### src/common/pjdd_pkg.sv
// Constants and types for the positioning job data decoder
//==================================================================
package pjdd_pkg;
	//==================================================================
	// Job codes
	localparam logic [7:0] PJDD_JOB_JOG     = 8'h01;
	localparam logic [7:0] PJDD_JOB_REF     = 8'h02;
	localparam logic [7:0] PJDD_JOB_ABS     = 8'h03;
	localparam logic [7:0] PJDD_JOB_REL     = 8'h04;
	localparam logic [7:0] PJDD_JOB_TSET    = 8'h05;
	localparam logic [7:0] PJDD_JOB_SETACT  = 8'h10;
	localparam logic [7:0] PJDD_JOB_SETZERO = 8'h11;
	localparam logic [7:0] PJDD_JOB_ZOFF    = 8'h12;
	localparam logic [7:0] PJDD_JOB_ADAPT   = 8'h14;
	//==================================================================
	// Bit parameter positions in the first job word
	localparam int PJDD_BIT_FWD    = 8;
	localparam int PJDD_BIT_REV    = 9;
	localparam int PJDD_BIT_NOTGT  = 10;
	localparam int PJDD_BIT_CLRREV = 12;
	//==================================================================
	// Field values
	localparam logic [7:0]  PJDD_SPEED_CREEP = 8'h00;
	localparam logic [7:0]  PJDD_SPEED_RAPID = 8'h01;
	localparam int          PJDD_SIGN_LSB    = 8;
	localparam logic [3:0]  PJDD_SIGN_POS    = 4'h0;
	localparam logic [3:0]  PJDD_SIGN_NEG    = 4'hF;
	localparam logic [3:0]  PJDD_DIGIT_MAX   = 4'h9;
	localparam logic [15:0] PJDD_EXEC_NOW    = 16'h0000;
	localparam logic [15:0] PJDD_EXEC_EVENT  = 16'h0001;
	localparam logic [15:0] PJDD_EXEC_POS    = 16'h0002;
	localparam logic [7:0]  PJDD_TSET_MIN    = 8'h01;
	localparam logic [7:0]  PJDD_ADAPT_MIN   = 8'h01;
	localparam logic [7:0]  PJDD_ADAPT_MAX   = 8'h64;
	localparam int          PJDD_BCD_DIGITS  = 10;
	//==================================================================
	// Decoder states, Gray along idle-value-compare-done
	typedef enum logic [1:0] {
		PJDD_IDLE = 2'b00,
		PJDD_VAL  = 2'b01,
		PJDD_CMP  = 2'b11,
		PJDD_DONE = 2'b10
	} pjdd_state_e;
endpackage

### src/common/pjdd_conv_if.sv
// Carrier between the decoder and its value converter
`timescale 1ns/1ps
interface pjdd_conv_if;
	logic        start;  // One-cycle conversion request
	logic        bcd;    // Coding: 1 BCD, 0 binary
	logic [15:0] w_hi;   // Sign and top digits
	logic [15:0] w_mid;  // Middle word
	logic [15:0] w_lo;   // Low word
	logic        busy;   // BCD walk in progress
	logic        done;   // One-cycle result strobe
	logic        err;    // Bad coding or overflow
	logic [31:0] value;  // Signed result
	modport conv (input start, bcd, w_hi, w_mid, w_lo,
		output busy, done, err, value);
	modport user (output start, bcd, w_hi, w_mid, w_lo,
		input busy, done, err, value);
endinterface

### src/hdl/pjdd_decoder.sv
// Positioning job data decoder top
`timescale 1ns/1ps
module pjdd_decoder
	import pjdd_pkg::*;
(
	// Clock and reset
	input  wire logic        sys_clk,
	input  wire logic        resetn,
	// Job request
	input  wire logic        job_valid,
	output logic             job_ready,
	input  wire logic [7:0]  job_code,
	input  wire logic [15:0] job_word_n4,
	input  wire logic [15:0] job_word_n5,
	input  wire logic [15:0] job_word_n6,
	input  wire logic [15:0] job_word_n7,
	input  wire logic [15:0] job_word_n11,
	input  wire logic [15:0] job_word_n12,
	input  wire logic [15:0] job_word_n13,
	input  wire logic [15:0] job_word_n14,
	// Machine configuration
	input  wire logic        bcd_coding,
	input  wire logic        rotary_axis,
	// Decoded job
	output logic             dec_valid,
	output logic             param_err,
	output logic             speed_rapid,
	output logic             dir_fwd,
	output logic             dir_rev,
	output logic             shortest_path,
	output logic             no_target,
	output logic             clear_rev_cnt,
	output logic [31:0]      target_value,
	output logic [1:0]       exec_mode,
	output logic [31:0]      compare_value,
	output logic [7:0]       target_set_num,
	output logic [7:0]       adapt_factor
);
	//==================================================================
	// Converter
	pjdd_conv_if cif ();
	pjdd_bcd_conv #(.DIGITS(PJDD_BCD_DIGITS)) u_conv (
		.sys_clk (sys_clk),
		.resetn  (resetn),
		.cif     (cif.conv)
	);

	//==================================================================
	// State
	pjdd_state_e  st_r, st_nxt;        // Sequencer
	logic         start_r, start_nxt;  // Converter kick
	logic         sel_r, sel_nxt;      // 1: convert comparison
	logic         relneg_r, relneg_nxt;// Path sign from direction
	logic [47:0]  val_w_r, val_w_nxt;  // Value words
	logic [47:0]  cmp_w_r, cmp_w_nxt;  // Comparison words
	logic         err_r, err_nxt;      // Parameter error
	logic         rapid_r, rapid_nxt;
	logic         fwd_r, fwd_nxt;
	logic         rev_r, rev_nxt;
	logic         short_r, short_nxt;
	logic         notgt_r, notgt_nxt;
	logic         clr_r, clr_nxt;      // Clear revolution request
	logic [31:0]  tgt_r, tgt_nxt;
	logic [1:0]   exec_r, exec_nxt;
	logic [31:0]  cmp_r, cmp_nxt;
	logic [7:0]   tset_r, tset_nxt;
	logic [7:0]   adapt_r, adapt_nxt;

	//==================================================================
	// Which fields each job actually uses
	logic accept;    // Job taken this cycle
	logic spd_use;   // Speed selector meaningful
	logic dir_use;   // Direction byte meaningful
	logic val_use;   // Value and execution fields meaningful
	logic rel_kind;  // Value is unsigned path length
	logic known;     // Job code decoded here
	logic [7:0] lo;  // Low byte of first word
	logic no_dir;    // Neither direction requested

	assign accept  = job_valid && st_r == PJDD_IDLE;
	assign lo      = job_word_n4[7:0];
	assign no_dir  = !job_word_n4[PJDD_BIT_FWD]
		&& !job_word_n4[PJDD_BIT_REV];
	// Jog, reference, absolute, relative use speed; set actual, set zero, offset leave it reserved
	assign spd_use = job_code == PJDD_JOB_JOG || job_code == PJDD_JOB_REF
		|| job_code == PJDD_JOB_ABS || job_code == PJDD_JOB_REL;
	// Jog, set actual, set zero leave the bit byte reserved
	assign dir_use = job_code == PJDD_JOB_REF || job_code == PJDD_JOB_ABS
		|| job_code == PJDD_JOB_REL || job_code == PJDD_JOB_ZOFF;
	assign val_use = job_code == PJDD_JOB_ABS || job_code == PJDD_JOB_REL
		|| job_code == PJDD_JOB_SETACT || job_code == PJDD_JOB_SETZERO
		|| job_code == PJDD_JOB_ZOFF;
	assign rel_kind = job_code == PJDD_JOB_REL
		|| job_code == PJDD_JOB_ZOFF;
	assign known   = spd_use || val_use || job_code == PJDD_JOB_TSET
		|| job_code == PJDD_JOB_ADAPT;

	assign job_ready     = st_r == PJDD_IDLE;
	assign dec_valid     = st_r == PJDD_DONE;
	assign clear_rev_cnt = dec_valid && clr_r;
	assign param_err     = err_r;
	assign speed_rapid   = rapid_r;
	assign dir_fwd       = fwd_r;
	assign dir_rev       = rev_r;
	assign shortest_path = short_r;
	assign no_target     = notgt_r;
	assign target_value  = tgt_r;
	assign exec_mode     = exec_r;
	assign compare_value = cmp_r;
	assign target_set_num = tset_r;
	assign adapt_factor  = adapt_r;

	assign cif.start = start_r;
	assign cif.bcd   = bcd_coding;
	assign cif.w_hi  = sel_r ? cmp_w_r[47:32] : val_w_r[47:32];
	assign cif.w_mid = sel_r ? cmp_w_r[31:16] : val_w_r[31:16];
	assign cif.w_lo  = sel_r ? cmp_w_r[15:0]  : val_w_r[15:0];

	//==================================================================
	// Next state; results hold until the next job is taken
	always_comb begin
		st_nxt     = st_r;
		start_nxt  = 1'b0;
		sel_nxt    = sel_r;
		relneg_nxt = relneg_r;
		val_w_nxt  = val_w_r;
		cmp_w_nxt  = cmp_w_r;
		err_nxt    = err_r;
		rapid_nxt  = rapid_r;
		fwd_nxt    = fwd_r;
		rev_nxt    = rev_r;
		short_nxt  = short_r;
		notgt_nxt  = notgt_r;
		clr_nxt    = clr_r;
		tgt_nxt    = tgt_r;
		exec_nxt   = exec_r;
		cmp_nxt    = cmp_r;
		tset_nxt   = tset_r;
		adapt_nxt  = adapt_r;
		unique case (st_r)
			PJDD_IDLE: begin
				if (accept) begin
					val_w_nxt = {job_word_n5, job_word_n6, job_word_n7};
					cmp_w_nxt = {job_word_n12, job_word_n13, job_word_n14};
					err_nxt   = !known;
					tgt_nxt   = 32'h0;
					cmp_nxt   = 32'h0;
					exec_nxt  = 2'b00;
					tset_nxt  = 8'h00;
					adapt_nxt = 8'h00;
					rapid_nxt = 1'b0;
					// Speed: creep or rapid, anything else refused
					if (spd_use) begin
						rapid_nxt = lo == PJDD_SPEED_RAPID;
						if (lo != PJDD_SPEED_RAPID && lo != PJDD_SPEED_CREEP)
							err_nxt = 1'b1;
					end
					// Directions; target set only when rotary
					if (dir_use ||
						(job_code == PJDD_JOB_TSET && rotary_axis)) begin
						fwd_nxt   = job_word_n4[PJDD_BIT_FWD];
						rev_nxt   = job_word_n4[PJDD_BIT_REV];
						short_nxt = rotary_axis && no_dir;
					end else begin
						fwd_nxt   = 1'b0;
						rev_nxt   = 1'b0;
						short_nxt = 1'b0;
					end
					// Target set ignores bits 10 to 15
					notgt_nxt  = dir_use && job_word_n4[PJDD_BIT_NOTGT];
					clr_nxt    = dir_use && job_word_n4[PJDD_BIT_CLRREV];
					relneg_nxt = rel_kind && job_word_n4[PJDD_BIT_REV];
					if (job_code == PJDD_JOB_TSET) begin
						tset_nxt = lo;
						if (lo < PJDD_TSET_MIN)
							err_nxt = 1'b1;
					end
					if (job_code == PJDD_JOB_ADAPT) begin
						adapt_nxt = lo;
						if (lo < PJDD_ADAPT_MIN || lo > PJDD_ADAPT_MAX)
							err_nxt = 1'b1;
					end
					if (val_use) begin
						exec_nxt = job_word_n11[1:0];
						if (job_word_n11 != PJDD_EXEC_NOW &&
							job_word_n11 != PJDD_EXEC_EVENT &&
							job_word_n11 != PJDD_EXEC_POS)
							err_nxt = 1'b1;
						sel_nxt   = 1'b0;
						start_nxt = 1'b1;
						st_nxt    = PJDD_VAL;
					end else begin
						st_nxt = PJDD_DONE;
					end
				end
			end
			PJDD_VAL: begin
				if (cif.done) begin
					err_nxt = err_r || cif.err;
					tgt_nxt = relneg_r ? 32'(-cif.value) : cif.value;
					// Position trigger needs its own conversion
					if (exec_r == PJDD_EXEC_POS[1:0]) begin
						sel_nxt   = 1'b1;
						start_nxt = 1'b1;
						st_nxt    = PJDD_CMP;
					end else begin
						st_nxt = PJDD_DONE;
					end
				end
			end
			PJDD_CMP: begin
				if (cif.done) begin
					err_nxt = err_r || cif.err;
					cmp_nxt = cif.value;
					st_nxt  = PJDD_DONE;
				end
			end
			PJDD_DONE: begin
				st_nxt = PJDD_IDLE;
			end
		endcase
	end

	//==================================================================
	// Registers
	always_ff @(posedge sys_clk) begin
		if (!resetn) begin
			st_r     <= PJDD_IDLE;
			start_r  <= 1'b0;
			sel_r    <= 1'b0;
			relneg_r <= 1'b0;
			val_w_r  <= 48'h0;
			cmp_w_r  <= 48'h0;
			err_r    <= 1'b0;
			rapid_r  <= 1'b0;
			fwd_r    <= 1'b0;
			rev_r    <= 1'b0;
			short_r  <= 1'b0;
			notgt_r  <= 1'b0;
			clr_r    <= 1'b0;
			tgt_r    <= 32'h0;
			exec_r   <= 2'b00;
			cmp_r    <= 32'h0;
			tset_r   <= 8'h00;
			adapt_r  <= 8'h00;
		end else begin
			st_r     <= st_nxt;
			start_r  <= start_nxt;
			sel_r    <= sel_nxt;
			relneg_r <= relneg_nxt;
			val_w_r  <= val_w_nxt;
			cmp_w_r  <= cmp_w_nxt;
			err_r    <= err_nxt;
			rapid_r  <= rapid_nxt;
			fwd_r    <= fwd_nxt;
			rev_r    <= rev_nxt;
			short_r  <= short_nxt;
			notgt_r  <= notgt_nxt;
			clr_r    <= clr_nxt;
			tgt_r    <= tgt_nxt;
			exec_r   <= exec_nxt;
			cmp_r    <= cmp_nxt;
			tset_r   <= tset_nxt;
			adapt_r  <= adapt_nxt;
		end
	end

	//==================================================================
	// Checks
	a_speed_rapid: assert property (@(posedge sys_clk) disable iff (!resetn)
		accept && spd_use && lo == 8'h01 |=> speed_rapid)
		else $error("rapid selector not decoded");
	a_dir_fwd: assert property (@(posedge sys_clk) disable iff (!resetn)
		accept && dir_use |=> dir_fwd == $past(job_word_n4[8]))
		else $error("forward bit not decoded");
	a_dir_rev: assert property (@(posedge sys_clk) disable iff (!resetn)
		accept && dir_use |=> dir_rev == $past(job_word_n4[9]))
		else $error("reverse bit not decoded");
	a_short_path: assert property (@(posedge sys_clk) disable iff (!resetn)
		accept && dir_use && rotary_axis && job_word_n4[9:8] == 2'b00
		|=> shortest_path)
		else $error("shortest path not chosen");
	a_no_target: assert property (@(posedge sys_clk) disable iff (!resetn)
		accept && dir_use |=> no_target == $past(job_word_n4[10]))
		else $error("no-target bit not decoded");
	a_clear_pulse: assert property (@(posedge sys_clk) disable iff (!resetn)
		accept && !val_use && dir_use && job_word_n4[PJDD_BIT_CLRREV]
		|-> ##1 clear_rev_cnt ##1 !clear_rev_cnt)
		else $error("revolution clear pulse wrong");
	a_tset_zero: assert property (@(posedge sys_clk) disable iff (!resetn)
		accept && job_code == PJDD_JOB_TSET && lo < PJDD_TSET_MIN
		|-> ##1 (dec_valid && param_err))
		else $error("target set zero not refused");
	a_adapt_range: assert property (@(posedge sys_clk) disable iff (!resetn)
		accept && job_code == PJDD_JOB_ADAPT
		|-> ##1 (dec_valid && param_err == ($past(lo) < PJDD_ADAPT_MIN
		|| $past(lo) > PJDD_ADAPT_MAX)))
		else $error("adaption range check wrong");
	a_tset_ignore: assert property (@(posedge sys_clk) disable iff (!resetn)
		accept && job_code == 8'h05 |=> !no_target && !clear_rev_cnt
		&& (rotary_axis || (!dir_fwd && !dir_rev)))
		else $error("target set bits not masked");
endmodule

### src/hdl/pjdd_bcd_conv.sv
// Value converter: binary pass-through or BCD to two's complement
`timescale 1ns/1ps
module pjdd_bcd_conv
	import pjdd_pkg::*;
#(
	parameter int DIGITS = PJDD_BCD_DIGITS  // BCD digits per value
) (
	// Clock and reset
	input  wire logic    sys_clk,
	input  wire logic    resetn,
	// Decoder side
	pjdd_conv_if.conv    cif
);
	// Three-word layout carries exactly ten digits
	if (DIGITS != PJDD_BCD_DIGITS) begin : g_chk
		$error("pjdd_bcd_conv: DIGITS must be ten");
	end

	//==================================================================
	// State
	logic                  busy_r, busy_nxt;   // Walking digits
	logic                  done_r, done_nxt;   // Result strobe
	logic                  err_r, err_nxt;     // Sticky per value
	logic                  neg_r, neg_nxt;     // Sign nibble negative
	logic [3:0]            cnt_r, cnt_nxt;     // Digits left
	logic [4*DIGITS-1:0]   dig_r, dig_nxt;     // Digits, MSD first
	logic [33:0]           acc_r, acc_nxt;     // Magnitude so far
	logic [31:0]           val_r, val_nxt;     // Result

	assign cif.busy  = busy_r;
	assign cif.done  = done_r;
	assign cif.err   = err_r;
	assign cif.value = val_r;

	//==================================================================
	// One digit per cycle keeps the multiply short at 250 MHz
	always_comb begin
		logic [3:0]  d;
		logic [33:0] sum;
		d        = dig_r[4*DIGITS-1 -: 4];
		sum      = {acc_r[30:0], 3'b000} + {acc_r[32:0], 1'b0}
			+ {30'h0, d};
		busy_nxt = busy_r;
		done_nxt = 1'b0;
		err_nxt  = err_r;
		neg_nxt  = neg_r;
		cnt_nxt  = cnt_r;
		dig_nxt  = dig_r;
		acc_nxt  = acc_r;
		val_nxt  = val_r;
		if (cif.start && !busy_r) begin
			if (!cif.bcd) begin
				// Binary: high word reserved, two low words verbatim
				val_nxt  = {cif.w_mid, cif.w_lo};
				err_nxt  = 1'b0;
				done_nxt = 1'b1;
			end else begin
				neg_nxt = cif.w_hi[PJDD_SIGN_LSB +: 4] == PJDD_SIGN_NEG;
				err_nxt = cif.w_hi[PJDD_SIGN_LSB +: 4] != PJDD_SIGN_POS
					&& cif.w_hi[PJDD_SIGN_LSB +: 4] != PJDD_SIGN_NEG;
				dig_nxt  = {cif.w_hi[7:0], cif.w_mid, cif.w_lo};
				acc_nxt  = 34'h0;
				cnt_nxt  = 4'(DIGITS);
				busy_nxt = 1'b1;
			end
		end else if (busy_r) begin
			// Non-decimal digit poisons the value
			if (d > PJDD_DIGIT_MAX)
				err_nxt = 1'b1;
			acc_nxt = sum;
			dig_nxt = {dig_r[4*DIGITS-5:0], 4'h0};
			cnt_nxt = cnt_r - 4'h1;
			if (cnt_r == 4'h1) begin
				busy_nxt = 1'b0;
				done_nxt = 1'b1;
				val_nxt  = neg_r ? 32'(-sum) : sum[31:0];
				// Ten digits can exceed 32 bits
				if (sum[33:32] != 2'b00 ||
					(sum[31] && !(neg_r && sum[30:0] == 31'h0)))
					err_nxt = 1'b1;
			end
		end
	end

	//==================================================================
	// Registers
	always_ff @(posedge sys_clk) begin
		if (!resetn) begin
			busy_r <= 1'b0;
			done_r <= 1'b0;
			err_r  <= 1'b0;
			neg_r  <= 1'b0;
			cnt_r  <= 4'h0;
			dig_r  <= '0;
			acc_r  <= 34'h0;
			val_r  <= 32'h0;
		end else begin
			busy_r <= busy_nxt;
			done_r <= done_nxt;
			err_r  <= err_nxt;
			neg_r  <= neg_nxt;
			cnt_r  <= cnt_nxt;
			dig_r  <= dig_nxt;
			acc_r  <= acc_nxt;
			val_r  <= val_nxt;
		end
	end

	//==================================================================
	// Checks
	a_binary_pass: assert property (@(posedge sys_clk) disable iff (!resetn)
		cif.start && !busy_r && !cif.bcd |=> done_r
		&& val_r == {$past(cif.w_mid), $past(cif.w_lo)})
		else $error("binary value not passed through");
	a_sign_err: assert property (@(posedge sys_clk) disable iff (!resetn)
		cif.start && !busy_r && cif.bcd
		&& cif.w_hi[11:8] != 4'h0 && cif.w_hi[11:8] != 4'hF
		|-> ##11 (done_r && err_r))
		else $error("bad sign nibble not flagged");
endmodule

### config.mk
export PLATFORM = sky130hd
export DESIGN_NAME = pjdd_decoder
export DESIGN_NICKNAME = d
export VERILOG_FILES = /design/src/common/pjdd_pkg.sv /design/src/common/pjdd_conv_if.sv /design/src/hdl/pjdd_decoder.sv /design/src/hdl/pjdd_bcd_conv.sv
export SDC_FILE = /design/constraint.sdc
export NUM_CORES = 1
export LEC_CHECK = 0
export ABC_AREA = 1
export BUFFER_PORTS_ARGS = -buffer_cell sky130_fd_sc_hd__buf_2
export CAP_MARGIN = 15
export CORE_MARGIN = 5
export CORE_UTILIZATION = 58
export DETAILED_ROUTE_END_ITERATION = 8
export GPL_ROUTABILITY_DRIVEN = 1
export PLACE_DENSITY = 0.88
export SYNTH_ARGS = -nofsm -noshare
export SYNTH_HDL_FRONTEND = slang
export SYNTH_SLANG_ARGS = --single-unit
### constraint.sdc
create_clock -name sys_clk -period 4.5 [get_ports sys_clk]
set_clock_uncertainty 0.2 [all_clocks]
set_input_delay 0.675 -clock sys_clk [delete_from_list [all_inputs] [get_ports sys_clk]]
set_output_delay 0.675 -clock sys_clk [all_outputs]
set_load 0.02 [all_outputs]
==> results of run 1 <==
-- layout make-up --
class,instances,area share
diodes,1,0.000136
clock buffers,40,0.0471
clock inverters,16,0.0106
inverters,282,0.0576
multi-input cells,1775,0.471
flip-flops and latches,295,0.320
well taps,378,0.0256
repair buffers,236,0.0675
-- layer usage --
layer | share of wire | global-route usage | vias up
met5 | 0 | 0 | -
li1 | - | - | 8321
met3 | 0.097 | 0.0429 | 129
met4 | 0.033 | 0.0896 | 0
met2 | 0.45 | 0.459 | 820
met1 | 0.42 | 0.401 | 7734
-- cell usage after synthesis, drive strengths merged (4+ instances only) --
library cell and n:
nand2 586, nor2 361, dfxtp 295, inv 282, o21ai 254, a21oi 235, nand3 140, clkbuf 99
ha 66, a31oi 24, buf 19, nor3 19, nand4 18, o211ai 12, nand3b 9, nor4 8
or2 7, o21a 5, o31ai 4, xor2 4
-- flip-flops by register name (all words and copies together), names as in the netlist, 4 cells and up --
signal and flops:
compare_value 32, u_conv.dig_r 40, target_value 32, adapt_factor 8, u_conv.cif.value 32, u_conv.acc_r 33
target_set_num 8, val_w_r 44, cmp_w_r 44, u_conv.cnt_r 4
-- power by group through the flow --
| stage | sequential [mW] | clock [mW] | combinational [mW] |
|---|---|---|---|
| 6_report | 2.73 | 2.67 | 0.363 |
| 5_1_grt | 2.74 | 2.78 | 0.405 |
| 4_1_cts | 2.73 | 2.68 | 0.350 |
| 3_5_place_dp | 2.78 | 0 | 0.344 |
| 3_3_place_gp | 2.78 | 0 | 0.336 |
| 2_1_floorplan | 2.78 | 0 | 0.227 |
-- worst max path at each step --
stage / endpoint / from / slack (ns)
3_5_place_dp: u_conv.cif.err / u_conv.acc_r[2] / 0.85
2_1_floorplan: u_conv.cif.value[22] / u_conv.acc_r[0] / 1.28
4_1_cts: u_conv.cif.err / u_conv.acc_r[0] / 0.84
5_1_grt: u_conv.cif.value[28] / u_conv.acc_r[0] / 0.56
6_report: u_conv.cif.value[22] / u_conv.acc_r[2] / 0.84
3_3_place_gp: u_conv.cif.err / u_conv.acc_r[0] / 0.96
-- kinds of logic (layout without fill, tap and decap cells) --
| logic type | Yosys count | after routing | synth area share |
|---|---|---|---|
| AOI/OAI and AO/OA | 548 | 548 | 0.179 |
| xor gates and xnor gates | 7 | 7 | 0.00380 |
| adders and majority gates | 68 | 68 | 0.0537 |
| buffers and inverters | 400 | 574 | 0.0957 |
| DFF | 295 | 295 | 0.366 |
| other | 0 | 1 | 0 |
| and+or+nand+nor | 1152 | 1152 | 0.302 |
-- tightest hold or removal path: cells and delay by family --
family | cells | cell delay [ns]
buffers and inverters | 1 | 0.07
and+or+nand+nor | 2 | 0.11
==> out/results.txt, run 1 <==
Delay-heaviest family, CP: simple AND/OR/NAND/NOR gates
Reg2reg start: u_conv.acc_r[2]
Via count: 17000
Post-route setup slack: 0.841 ns
Crit-path max cell delay: 0.58 ns
Switching Fraction: 0.236
RSZ-0062 raised after global routing: false
NetSw: 1.36 mW
Post-layout nets: 2829
CP Capture Type: flop
Gr usage total: 0.287
Worst path bufs/invs: 3
DR pass1 iterations: 6
Max Root-Sink Buffers: 3
Post-route DRC violation count: 0
Final Critical Period: 3.66 ns
Antenna violations before repair: 1
Crit path required time: 4.80 ns
Initial DRC count: 1827
Top FF cell, synth: dfxtp_1
Overflow after GRT: 0
PwrDens: 312 nW/um^2
Sink of the worst hold path: val_w_r[1]
H-tree levels: 1
Root buffer cell: clkbuf_16
CTS Buf Count: 30
Sequential area share after synthesis: 0.366
TritonCTS clock tree: built
Max rail drop VDD: 0.338 mV
P_int: 4.40 mW
Worst Path Class, Setup: flop to flop
Hold wc startpoint: job_word_n7[1]
Levels on crit path: 18
Final setup TNS: 0 ns
R2R depth: 18
Post-CTS sizing: 0
Quantity of I/O buffers inserted on ports: 219
Io pins: 232
Vias per cell: 5.62
Final Power: 5.76 mW
Antenna-violating nets left: 0
Flop pwr share: 0.474
Final critical-path share of the clock period: 0.813
Starting Density: 0.584
Post-synth design cell area: 16100 sq um
Slew Viols, Final: 0
Area occupied by multi-input gates: 8700 sq um
Crit path cell chain: inv_1 -> fa_1 -> fa_1 -> inv_1 -> nor3_1 -> nand2_1 -> inv_1 -> nand3_1 -> nor2_2 -> nand2_2 -> nor2_4 -> nand3_2 -> nor2_4 -> nand2_2 -> o21ai_2 -> or2_1 -> nand3_2 -> a21oi_2
Yosys warns: 0
Rows: 61
First-pass GRT wire length: 75.1 mm
DPL Wire Length: 33.8 mm
Post-CTS Repair Setup Buffers: 0
CTS clk-pin slew, worst paths: 0.06 ns
Leakage Power: 8.89 nW
Hold slack: 0.152 ns
Post-synth EDFFs: 0
Synthesized net count: 2679
Yosys cell types: 50
Final non-filler cell total: 3023
Max-Cap Viols: 0
Design area: 18500 sq um
CP max-delay cell: fa_1
Layout cell share with drive strength beyond 1: 0.142
Count of final hold-check violations: 0
Placer's final routability congestion estimate: 0.934
Status: finished clean
Yosys top cell area share: 0.366
Worst min-delay path class: primary input to flop
Worst Setup Start Kind: flop
# hold bufs at CTS: 0
Syn Inst Count: 2470
Max Clk Rate: 273 MHz
Layout fillers: 2385
Synth area leader: dfxtp_1
Fin util: 0.668
FF-to-FF setup slack: 0.84 ns
CTS sink count: 295
Core region area: 27600 sq um
Asr flop ratio synth: 0
Clock latency on the worst-skew pair: 0.57 ns
P&R area growth vs syn: 14.4%
Vias in the first global route: 15500
Largest net degree at the start of global routing: 100
Die H: 177 microns
Routed WL per cell: 15.6 microns
Avg Synthesized Cell Area: 6.53 sq um
Commonest non-fill, non-tap cells in the layout: nand2_1, nor2_1, dfxtp_1
FF-to-FF End: u_conv.cif.value[22]
Dpl cells: 2965
Die Width: 177 microns
Crit path max fanout: 4
Most common cell after layout, fill and taps aside: nand2_1
Most used cell, CP: inv_1
Total die area: 31200 sq um
Worst Hold Depth: 3
DP Area: 17400 sq um
Final WL: 47.2 mm
FF+latch area: 5910 sq um
Synth Register Bits: 295
Final setup vio count: 0
Slew @ Worst Pin: 1.12 ns
DP Worst Slack: 0.848 ns
Relative slew margins: 0.255
Top cells by area, synth: dfxtp_1, nand2_1, nor2_1
Critical Path AT: 3.96 ns
Combinational Power Share: 0.063
Power share of the clock group: 0.463
No activity file was read; power rests on OpenSTA's default activity.
==> run 2, diff against run 1 <==
CORE_UTILIZATION = 53   (was 58)
PLACE_DENSITY = 0.85   (was 0.88)
clock period = 3 ns   (was 4.5 ns; I/O delays follow)
==> run 2 against run 1 <==
Net effect:
- utilization rose by 4.9 points
- setup slack got worse by 1.2 ns
- via count rose by 10%
- combinational power rose by 96%
- sequential share of layout area fell by 4.4 points
- first-iteration DRC count rose by 38%
- the flow now finishes with violations (negative setup slack)
- global-route usage rose by 2.8 points
- total power rose by 51%
- maximum frequency rose by 7.6%
- sequential power rose by 50%
- cell area rose by 16%
==> out/results.txt, run 2 (synthesis gave the netlist of run 1 again) <==
Antenna-violating nets left: 0
Slew @ Worst Pin: 0.850 ns
Critical Path AT: 3.69 ns
Crit path max fanout: 5
Crit path launch: u_conv.dig_r[39]
Vias per cell: 5.68
Root buffer cell: clkbuf_16
H-tree levels: 1
Starting Density: 0.540
Quantity of I/O buffers inserted on ports: 219
Relative slew margins: 0.427
Reg2reg start: u_conv.dig_r[39]
Worst min-delay path class: primary input to flop
Rows: 63
CTS sink count: 295
FF-to-FF setup slack: -0.40 ns
FF-to-FF End: u_conv.cif.value[29]
Crit-path max cell delay: 0.45 ns
Final setup vio count: 23
Clock latency on the worst-skew pair: 0.55 ns
Final WL: 56.7 mm
Initial DRC count: 2517
CP Capture Type: flop
Failing checks: negative setup slack
Power share of the clock group: 0.446
CTS clk-pin slew, worst paths: 0.06 ns
Crit path required time: 3.29 ns
Worst Hold Depth: 3
R2R depth: 22
Core region area: 29900 sq um
Final setup TNS: -6.11 ns
DR pass1 iterations: 7
Antenna violations before repair: 2
Overflow after GRT: 0
Slew Viols, Final: 0
Io pins: 232
Total die area: 34000 sq um
PwrDens: 406 nW/um^2
Most common cell after layout, fill and taps aside: nand2_1
DP Worst Slack: -0.397 ns
Delay-heaviest family, CP: simple AND/OR/NAND/NOR gates
Layout cell share with drive strength beyond 1: 0.224
Post-route setup slack: -0.401 ns
Max Clk Rate: 294 MHz
Max rail drop VDD: 0.468 mV
Flop pwr share: 0.472
Die Width: 184 microns
Final Critical Period: 3.40 ns
Leakage Power: 10.4 nW
TritonCTS clock tree: built
CP max-delay cell: fa_1
First-pass GRT wire length: 88.6 mm
Max Root-Sink Buffers: 3
Via count: 18700
Final Power: 8.69 mW
Largest net degree at the start of global routing: 148
Post-route DRC violation count: 0
RSZ-0062 raised after global routing: true
NetSw: 2.06 mW
Most used cell, CP: nand2_1
Worst path bufs/invs: 5
Status: complete, but fails checks
Crit path cell chain: inv_2 -> fa_1 -> inv_1 -> ha_1 -> inv_2 -> buf_4 -> nand2_1 -> nand2_1 -> inv_2 -> nor3_4 -> nand3_4 -> nor2_4 -> nand2_2 -> nor2_4 -> nand3_2 -> nor2_2 -> nand3b_1 -> nand2_2 -> nand2_1 -> nand2_1 -> nand3_1 -> a21oi_1
Die H: 184 microns
Final critical-path share of the clock period: 1.13
Placer's final routability congestion estimate: 0.975
Layout fillers: 2160
Switching Fraction: 0.237
P&R area growth vs syn: 32.8%
Top Registers: cmp_w_r: 44 flops, val_w_r: 44 flops, u_conv.dig_r: 40 flops
Gr usage total: 0.315
Post-layout nets: 3098
Fin util: 0.717
Count of final hold-check violations: 0
Vias in the first global route: 17700
Hold wc startpoint: job_word_n12[7]
P_int: 6.63 mW
Worst Setup Start Kind: flop
DPL Wire Length: 36.5 mm
Combinational Power Share: 0.082
Sink of the worst hold path: cmp_w_r[39]
Routed WL per cell: 17.2 microns
Max-Cap Viols: 0
Worst Path Class, Setup: flop to flop
Commonest non-fill, non-tap cells in the layout: nand2_1, nor2_1, dfxtp_1
CTS Buf Count: 30
==> run 2: worst max path at each step <==
| stage | slack, ns | cells after the start | end |
|---|---|---|---|
| CTS | -0.24 | 21 | u_conv.cif.err |
| global placement | -0.30 | 21 | u_conv.cif.value[29] |
| detailed placement | -0.40 | 19 | u_conv.cif.err |
| floorplan | -0.05 | 18 | u_conv.cif.value[22] |
| finish | -0.40 | 22 | u_conv.cif.value[29] |
| global route | -0.60 | 21 | u_conv.cif.err |
==> run 2: layout make-up <==
class / count / area, sq um / share of cell area
inverters: 282 / 1060 / 0.0497
diodes: 2 / 5.00 / 0.000234
multi-input cells: 1775 / 9330 / 0.436
clock buffers: 44 / 895 / 0.0418
repair buffers: 505 / 3590 / 0.168
clock inverters: 9 / 128 / 0.00596
well taps: 390 / 488 / 0.0228
flip-flops and latches: 295 / 5910 / 0.276
==> run 2: metal layers <==
layer,track usage,part of all wire,vias to the layer above
met5,0,0,-
met4,0.122,0.047,0
met3,0.0478,0.094,250
met2,0.521,0.46,1070
met1,0.415,0.40,8573
li1,-,-,8849
==> run 2: what timing repair did <==
action,4_1_cts,5_1_grt
endpoints found under the hold margin,105,0
setup buffers,41,8
hold buffers,100,0
pin swaps,27,47
gates resized for setup,90,83
setup endpoints to repair,23,32
==> run 2: power by group through the flow <==
| stage | Combinational [mW] | Clock (mW) | Sequential (mW) |
|---|---|---|---|
| after global placement | 0.524 | 0 | 4.17 |
| after CTS | 0.656 | 3.88 | 4.09 |
| after detailed placement | 0.537 | 0 | 4.18 |
| after global routing | 0.771 | 4.04 | 4.11 |
| final | 0.711 | 3.88 | 4.10 |
| after floorplan | 0.340 | 0 | 4.17 |
==> run 2: per-stage QoR <==
step	hold slack, ns	std cells	area, sq um
final	0.0238	3302	21400
after global routing	0.0238	3302	21400
after CTS	0.00572	3298	21100
after detailed placement	0.248	3104	18400
after global placement	0.240	3104	18400
after floorplan	0.229	2470	16100
==> run 2: worst min-delay path, cell delays in order <==
cell	delay, ns
buf_2	0.08
o21ai_0	0.09
a21oi_1	0.12
